### src/hdl/tcu_map.svh
// constants for the timer capture and compare units
`ifndef TCU_MAP_SVH
`define TCU_MAP_SVH

`define TCU_MODE_NORMAL 4'h0
`define TCU_MODE_CTC_A 4'h4
`define TCU_MODE_CTC_CAP 4'hc
`define TCU_MODE_FAST_A 4'hf
`define TCU_FILTER_SAMPLES 4
`define TCU_DATA_RESET 16'h0000

`endif

### src/hdl/tcu_pkg.sv
// types shared by the timer capture and compare units
`default_nettype none
package tcu_pkg;
	typedef logic [15:0] tcu_word_t;
	typedef logic [7:0] tcu_byte_t;
	typedef logic [3:0] tcu_mode_t;
	typedef enum {
		tcu_sel_none,
		tcu_sel_low,
		tcu_sel_high
	} tcu_byte_sel_t;
endpackage : tcu_pkg
`default_nettype wire

### src/hdl/tcu_cmp_if.sv
// carrier between the top and each compare unit
`default_nettype none
interface tcu_cmp_if;
	import tcu_pkg::*;
	tcu_word_t count;
	tcu_byte_t latch;
	tcu_byte_t wdata;
	logic wr_low;
	logic buffered;
	logic load_now;
	logic timer_tick;
	logic block;
	tcu_word_t value;
	tcu_word_t current;
	logic match;
	modport top (output count, latch, wdata, wr_low, buffered, load_now,
		timer_tick, block, input value, current, match);
	modport unit (input count, latch, wdata, wr_low, buffered, load_now,
		timer_tick, block, output value, current, match);
endinterface : tcu_cmp_if
`default_nettype wire

### src/hdl/tcu_compare.sv
// one compare unit: buffer, compare register and match pulse
`include "tcu_map.svh"
`default_nettype none
module tcu_compare (
	input wire logic core_clk,
	input wire logic srst,
	tcu_cmp_if.unit cmp
);
	import tcu_pkg::*;

	tcu_word_t buffer;
	tcu_word_t active;
	logic hit;
	logic pending;

	assign hit = (cmp.count == active) && !cmp.block;

	// ----------------------------------------
	// value registers
	// ----------------------------------------
	always_ff @(posedge core_clk) begin
		if (srst) begin
			buffer <= `TCU_DATA_RESET;
			active <= `TCU_DATA_RESET;
		end else begin
			if (cmp.wr_low && cmp.buffered)
				buffer <= {cmp.latch, cmp.wdata};
			if (cmp.wr_low && !cmp.buffered)
				active <= {cmp.latch, cmp.wdata};
			else if (cmp.buffered && cmp.load_now)
				active <= buffer;
		end
	end

	// match is taken on a timer tick, one tick after equality was seen
	always_ff @(posedge core_clk) begin
		if (srst) begin
			pending <= 1'b0;
		end else if (cmp.timer_tick) begin
			pending <= hit;
		end
	end

	// a match already pending is dropped too on the blocked tick
	assign cmp.match = pending && cmp.timer_tick && !cmp.block;
	assign cmp.value = cmp.buffered ? buffer : active;
	assign cmp.current = active;
endmodule : tcu_compare
`default_nettype wire

### src/hdl/tcu_capture_front.sv
// shared synchroniser, optional four-sample filter and edge detector
`include "tcu_map.svh"
`default_nettype none
module tcu_capture_front #(
	parameter int SAMPLES = `TCU_FILTER_SAMPLES
) (
	input wire logic core_clk,
	input wire logic srst,
	input wire logic raw_pin,
	input wire logic raw_cmp,
	input wire logic use_cmp,
	input wire logic filter_on,
	input wire logic enable,
	input wire logic rising,
	output logic edge_pulse
);
	import tcu_pkg::*;

	logic [1:0] sync_a;
	logic [1:0] sync_b;
	logic [SAMPLES-2:0] hist;
	logic filtered;
	logic prev;
	logic level;

	// select after the flops so a source switch never meets a raw level
	wire picked = use_cmp ? sync_b[1] : sync_b[0];
	// current sample plus the last three: filter adds exactly four clocks
	wire all_high = &{hist, picked};
	wire all_low = ~|{hist, picked};
	assign level = filter_on ? filtered : picked;
	wire seen_rise = level && !prev;
	wire seen_fall = !level && prev;

	// ----------------------------------------
	// synchroniser and filter
	// ----------------------------------------
	always_ff @(posedge core_clk) begin
		if (srst) begin
			sync_a <= 2'h0;
			sync_b <= 2'h0;
		end else begin
			sync_a <= {raw_cmp, raw_pin};
			sync_b <= sync_a;
		end
	end

	always_ff @(posedge core_clk) begin
		if (srst) begin
			hist <= '0;
			filtered <= 1'b0;
		end else begin
			hist <= {hist[SAMPLES-3:0], picked};
			if (all_high)
				filtered <= 1'b1;
			else if (all_low)
				filtered <= 1'b0;
		end
	end

	// prev tracks even while disabled, so re-enabling makes no false edge
	always_ff @(posedge core_clk) begin
		if (srst) begin
			prev <= 1'b0;
		end else begin
			prev <= level;
		end
	end

	// unregistered so the capture lands three clocks after the pin
	assign edge_pulse = enable && (rising ? seen_rise : seen_fall);
endmodule : tcu_capture_front
`default_nettype wire

### src/hdl/tcu_units.sv
// top of the timer capture and compare units
`include "tcu_map.svh"
`default_nettype none
module tcu_units (
	input wire logic core_clk,
	input wire logic srst,
	input wire logic capture_pin,
	input wire logic comparator_output,
	input wire logic comparator_capture_select,
	input wire logic capture_filter_enable,
	input wire logic capture_edge_select,
	input wire tcu_pkg::tcu_mode_t waveform_mode,
	input wire tcu_pkg::tcu_word_t timer_count,
	input wire logic timer_tick,
	input wire logic timer_count_write,
	input wire logic at_top,
	input wire logic at_bottom,
	input wire logic capture_irq_enable,
	input wire logic [1:0] compare_irq_enable,
	input wire logic capture_flag_clear,
	input wire logic [1:0] compare_flag_clear,
	input wire logic capture_irq_ack,
	input wire logic [1:0] compare_irq_ack,
	input wire logic [1:0] force_compare_strobe,
	input wire tcu_pkg::tcu_byte_t cpu_wdata,
	input wire logic cpu_wr,
	input wire logic cpu_rd,
	input wire logic [2:0] cpu_reg,
	output tcu_pkg::tcu_byte_t cpu_rdata,
	output tcu_pkg::tcu_word_t capture_value,
	output logic capture_flag,
	output logic [1:0] compare_flag,
	output logic capture_irq,
	output logic [1:0] compare_irq,
	output logic [1:0] compare_event,
	output tcu_pkg::tcu_word_t top_value,
	output logic top_from_capture
);
	import tcu_pkg::*;

	// cpu_reg: 0 cap low, 1 cap high, 2/3 cmp a low/high, 4/5 cmp b low/high
	tcu_byte_t latch;
	logic cap_edge;
	tcu_cmp_if cmp_bus[2] ();

	wire cap_top_mode = (waveform_mode == `TCU_MODE_CTC_CAP);
	wire pwm_mode = (waveform_mode != `TCU_MODE_NORMAL) &&
		(waveform_mode != `TCU_MODE_CTC_A) && !cap_top_mode;
	wire wr_cap_low = cpu_wr && cpu_reg == 3'h0 && cap_top_mode;
	wire rd_cap_low = cpu_rd && cpu_reg == 3'h0;
	wire wr_any_high = cpu_wr && cpu_reg[0];
	wire load_now = timer_tick && (at_top || at_bottom);

	// ----------------------------------------
	// capture path
	// ----------------------------------------
	tcu_capture_front front (
		.core_clk(core_clk),
		.srst(srst),
		.raw_pin(capture_pin),
		.raw_cmp(comparator_output),
		.use_cmp(comparator_capture_select),
		.filter_on(capture_filter_enable),
		.enable(!cap_top_mode),
		.rising(capture_edge_select),
		.edge_pulse(cap_edge)
	);

	always_ff @(posedge core_clk) begin
		if (srst) begin
			capture_value <= `TCU_DATA_RESET;
			capture_flag <= 1'b0;
		end else begin
			if (wr_cap_low)
				capture_value <= {latch, cpu_wdata};
			else if (cap_edge)
				capture_value <= timer_count;
			if (cap_edge)
				capture_flag <= 1'b1;
			else if (capture_flag_clear || capture_irq_ack)
				capture_flag <= 1'b0;
		end
	end

	// ----------------------------------------
	// shared high-byte latch and read port
	// ----------------------------------------
	always_ff @(posedge core_clk) begin
		if (srst) begin
			latch <= 8'h00;
		end else if (wr_any_high) begin
			latch <= cpu_wdata;
		end else if (rd_cap_low) begin
			latch <= capture_value[15:8];
		end
	end

	wire tcu_word_t val_a = cmp_bus[0].value;
	wire tcu_word_t val_b = cmp_bus[1].value;
	wire tcu_word_t top_a = cmp_bus[0].current;
	tcu_byte_t next_rdata;
	always_comb begin
		case (cpu_reg)
			3'h0: next_rdata = capture_value[7:0];
			3'h1: next_rdata = latch;
			3'h2: next_rdata = val_a[7:0];
			3'h3: next_rdata = val_a[15:8];
			3'h4: next_rdata = val_b[7:0];
			3'h5: next_rdata = val_b[15:8];
			default: next_rdata = 8'h00;
		endcase
	end

	always_ff @(posedge core_clk) begin
		if (srst)
			cpu_rdata <= 8'h00;
		else if (cpu_rd)
			cpu_rdata <= next_rdata;
	end

	// ----------------------------------------
	// compare units
	// ----------------------------------------
	// a tick after a count write is blocked only if no tick came between
	logic block_next;
	always_ff @(posedge core_clk) begin
		if (srst)
			block_next <= 1'b0;
		else if (timer_count_write)
			block_next <= 1'b1;
		else if (timer_tick)
			block_next <= 1'b0;
	end

	logic [1:0] cmp_match;
	genvar g;
	generate
		for (g = 0; g < 2; g++) begin : gen_cmp
			wire [2:0] low_addr = 3'(2 + 2 * g);
			assign cmp_bus[g].count = timer_count;
			assign cmp_bus[g].latch = latch;
			assign cmp_bus[g].wdata = cpu_wdata;
			assign cmp_bus[g].wr_low = cpu_wr && cpu_reg == low_addr;
			assign cmp_bus[g].buffered = pwm_mode;
			assign cmp_bus[g].load_now = load_now;
			assign cmp_bus[g].timer_tick = timer_tick;
			assign cmp_bus[g].block = block_next || timer_count_write;
			assign cmp_match[g] = cmp_bus[g].match;

			tcu_compare unit (
				.core_clk(core_clk),
				.srst(srst),
				.cmp(cmp_bus[g])
			);

			always_ff @(posedge core_clk) begin
				if (srst) begin
					compare_flag[g] <= 1'b0;
					compare_event[g] <= 1'b0;
					compare_irq[g] <= 1'b0;
				end else begin
					if (cmp_match[g])
						compare_flag[g] <= 1'b1;
					else if (compare_flag_clear[g] || compare_irq_ack[g])
						compare_flag[g] <= 1'b0;
					compare_event[g] <= cmp_match[g] ||
						(force_compare_strobe[g] && !pwm_mode);
					compare_irq[g] <= compare_irq_enable[g] &&
						(cmp_match[g] || (compare_flag[g] &&
						!(compare_flag_clear[g] || compare_irq_ack[g])));
				end
			end
		end
	endgenerate

	// ----------------------------------------
	// top value and capture interrupt
	// ----------------------------------------
	always_ff @(posedge core_clk) begin
		if (srst) begin
			capture_irq <= 1'b0;
			top_value <= `TCU_DATA_RESET;
			top_from_capture <= 1'b0;
		end else begin
			capture_irq <= capture_irq_enable && (cap_edge || (capture_flag
				&& !(capture_flag_clear || capture_irq_ack)));
			top_from_capture <= cap_top_mode;
			top_value <= cap_top_mode ? capture_value : top_a;
		end
	end
endmodule : tcu_units
`default_nettype wire

### config.mk
export PLATFORM = sky130hd
export DESIGN_NAME = tcu_units
export DESIGN_NICKNAME = d
export VERILOG_FILES = /design/src/hdl/tcu_pkg.sv /design/src/hdl/tcu_cmp_if.sv /design/src/hdl/tcu_compare.sv /design/src/hdl/tcu_capture_front.sv /design/src/hdl/tcu_units.sv
export VERILOG_INCLUDE_DIRS = /design/src /design/src/hdl
export SDC_FILE = /design/constraint.sdc
export NUM_CORES = 1
export LEC_CHECK = 0
export BUFFER_PORTS_ARGS = -buffer_cell sky130_fd_sc_hd__buf_2
export CAP_MARGIN = 20
export CORE_MARGIN = 2
export CORE_UTILIZATION = 32
export CTS_CLUSTER_SIZE = 10
export DETAILED_ROUTE_END_ITERATION = 10
export SETUP_SLACK_MARGIN = 0.02
export SKIP_LAST_GASP = 1
export SLEW_MARGIN = 15
export SYNTH_ARGS = -nofsm -noshare
export SYNTH_HDL_FRONTEND = slang
export SYNTH_SLANG_ARGS = --single-unit
### constraint.sdc
create_clock -name core_clk -period 1.8 [get_ports core_clk]
set_clock_uncertainty 0.2 [all_clocks]
set_input_delay 0.18 -clock core_clk [delete_from_list [all_inputs] [get_ports core_clk]]
set_output_delay 0.18 -clock core_clk [all_outputs]
set_load 0.02 [all_outputs]
==> qor.txt <==
Slew Limit Headroom: 0.573
Synth top area cells: dfxtp_1, mux2i_1, nor2_1
Count of state elements after synthesis: 133
Via count: 5977
NumNets Final: 930
RSZ-0062 raised after global routing: yes
HP Start: timer_count_write
# setup viols final: 16
Critical path class: flip-flop to flip-flop
Status: finished with violations
Clock sink count: 133
Worst Tran Pin Value: 0.639 ns
Int Pwr: 0.00612 W
Synth warn: 0
Vias in the first global route: 5612
FP Rows: 51
Clock Path Buffers: 2
VDD IR max: 0.588 mV
Clock input transition at the sequential cells of the worst setup and hold paths: 0.06 ns
Placed wire-length estimate: 15500 um
Clk pwr share: 0.487
Drt first pass iters: 5
Synth cell count leaders: dfxtp_1, nor2_1, nand2_1
PD cells: 957 nW/um^2
Root buf cell: clkbuf_16
Cell taking the most area after synthesis: dfxtp_1
# diodes: 0
Final hold slack: -0.0510 ns
Crit end category: flip-flop
Hold-fix buffers, CTS: 31
Initial Utilization: 0.324
Critical Path Source Type: flip-flop
Initial antenna violation count: 0
IO Count: 104
Count leader, synth: dfxtp_1
Die H: 144 um
Post-synth EDFFs: 0
Filler cells: 1914
Crit path required time: 1.94 ns
Global route overflow: 0
P&R area growth vs syn: 37.0%
Layout cells sized above 1: 0.262
Sw Pwr: 0.00205 W
Final Hold Fails: 3
Sequential area share after synthesis: 0.427
Slew Limit Fails: 0
Core area: 19300 um^2
Initial DRC Count: 449
CTS buffer count: 17
Routability cong.: 0.891
Arrival @ worst endpoint: 2.07 ns
CTS HTree Levels: 4
Layout Utilization: 0.443
Launch point of the worst path: front.sync_b[0]$_SDFF_PP0_
Die Area: 20600 um^2
Syn Inst Count: 709
Worst skew pair latency: 0.43 ns
Post-DRT Antenna Nets: 0
DRC: 0
Max-Cap Viols: 0
Largest net degree at the start of global routing: 46
PortBufs: 103
Path type of the worst min-delay path: input port to flip-flop
Die width: 144 um
Setup ws final: -0.127 ns
Switching Share: 0.251
Critical Path Fanout Max: 8
Static leakage: 3.63 nW
Share of the synthesized area in the top cell type: 0.427
Max Clk Rate: 0.519 GHz
GRT Overall Usage: 0.209
Synth async-reset ratio: 0
Post-Syn Area per Cell: 8.79 um^2
TritonCTS clock tree: yes
Synth Flop Type: dfxtp_1
Failing checks: negative hold slack, negative setup slack
Tot Pwr: 0.00818 W
Synth cell types: 51
Post-DR wirelength/cell: 18.5 um
Min Tclk post-route: 1.93 ns
First-pass GRT wire length: 32400 um
Reg power frac: 0.385
Syn_nets: 764
Comb power frac: 0.128
Synthesized area: 6230 um^2
Reg-to-Reg Start: front.sync_b[0]$_SDFF_PP0_
Final Cycle Share: 1.07
Via/cell ratio: 5.18
Routed wire length: 21400 um
placed cells by master, fill, tap and decap left out, types with 3 or more instances in the layout:
| cell | n |
|---|---|
| a211oi_1 | 9 |
| a21oi_1 | 41 |
| a221oi_1 | 4 |
| a221oi_2 | 16 |
| a22oi_1 | 8 |
| a311oi_1 | 15 |
| a31oi_1 | 3 |
| and2_1 | 4 |
| buf_12 | 12 |
| buf_2 | 102 |
| buf_4 | 50 |
| bufinv_16 | 6 |
| clkbuf_16 | 17 |
| clkinv_2 | 3 |
| clkinv_4 | 3 |
| dfxtp_1 | 133 |
| dlygate4sd3_1 | 30 |
| inv_1 | 20 |
| mux2_2 | 5 |
| mux2i_1 | 65 |
| nand2_1 | 88 |
| nand2b_1 | 11 |
| nand3_1 | 10 |
| nand4_1 | 8 |
| nor2_1 | 96 |
| nor2b_1 | 10 |
| nor3b_2 | 3 |
| nor4_1 | 12 |
| o21ai_0 | 4 |
| o221ai_1 | 5 |
| o22ai_1 | 21 |
| o31a_1 | 6 |
| xnor2_1 | 24 |
| xor2_1 | 8 |
worst max-delay path, stage by stage (launching register included):
cell and delay, ns:
dfxtp_1 0.29, mux2_4 0.28, o21a_4 0.23, o211ai_4 0.32, o21ai_4 0.21, a221oi_2 0.31
routing by layer:
metal  GRT usage  vias up  wire, um
li1            -     2868         -
met5           0        -         0
met2       0.340      236     10200
met3      0.0427       37      1270
met4      0.0800        0       597
met1       0.274     2836      9350
registers in the layout, indices dropped and copies added, names as in the netlist, 3 cells and up:
| signal | cells |
|---|---|
| capture_value | 16 |
| top_value | 16 |
| gen_cmp.unit.buffer | 32 |
| front.hist | 3 |
| gen_cmp.unit.cmp.current | 32 |
| cmp_bus.latch | 8 |
| cpu_rdata | 8 |
layout make-up:
| cell class | count | area [um^2] | share of cell area |
|---|---|---|---|
| multi-input combinational | 509 | 3380 | 0.395 |
| sequential | 133 | 2660 | 0.312 |
| timing repair buffer | 194 | 1430 | 0.167 |
| clock buffer | 19 | 443 | 0.0518 |
| tap | 265 | 332 | 0.0388 |
| clock inverter | 13 | 229 | 0.0268 |
| inverter | 20 | 75.1 | 0.00879 |
repair_timing:
item                                    4_1_cts  5_1_grt
resized for setup                             5        9
buffers inserted                              1        2
hold endpoints to repair                     67        1
pin swaps                                     5        7
gates cloned                                  1        0
endpoints found under the setup margin       16       20
metrics by stage:
stage               hold slack [ns]  setup WS [ns]  setup TNS [ns]  instances  instance area [um^2]
floorplan                    0.0974        -0.0147         -0.0934        709                  6240
global placement              0.189        -0.0852           -1.12       1087                  7460
detailed placement            0.188         -0.144           -1.81       1087                  7460
CTS                         0.00191         -0.118           -1.26       1152                  8490
global route                -0.0141         -0.173           -2.36       1153                  8540
finish                      -0.0510         -0.127           -1.42       1153                  8540
path summary, 6_finish.rpt:
path | slack (ns) | end | cells past startpoint
max | -0.13 | capture_value[8]$_SDFFE_PP0P_ | 5
min | -0.05 | compare_flag[0]$_SDFFE_PP0P_ | 4
max reg2reg | -0.13 | capture_value[8]$_SDFFE_PP0P_ | 5
min reg2reg | 0.24 | front.sync_b[0]$_SDFF_PP0_ | 1
power by group through the flow:
stage          sequential, W  clock, W  combinational [W]
3_5_place_dp         0.00321         0           0.000951
3_3_place_gp         0.00321         0           0.000945
2_1_floorplan        0.00324         0           0.000470
5_1_grt              0.00316   0.00413            0.00112
4_1_cts              0.00315   0.00403            0.00102
6_report             0.00315   0.00398            0.00104
kinds of logic after synthesis:
| logic type | synth area share |
|---|---|
| xor gates and xnor gates | 0.0450 |
| and+or+nand+nor | 0.184 |
| buffers and inverters | 0.0460 |
| AOI/OAI and AO/OA | 0.182 |
| muxes | 0.116 |
| DFF | 0.427 |
No activity file was read; power rests on OpenSTA's default activity.
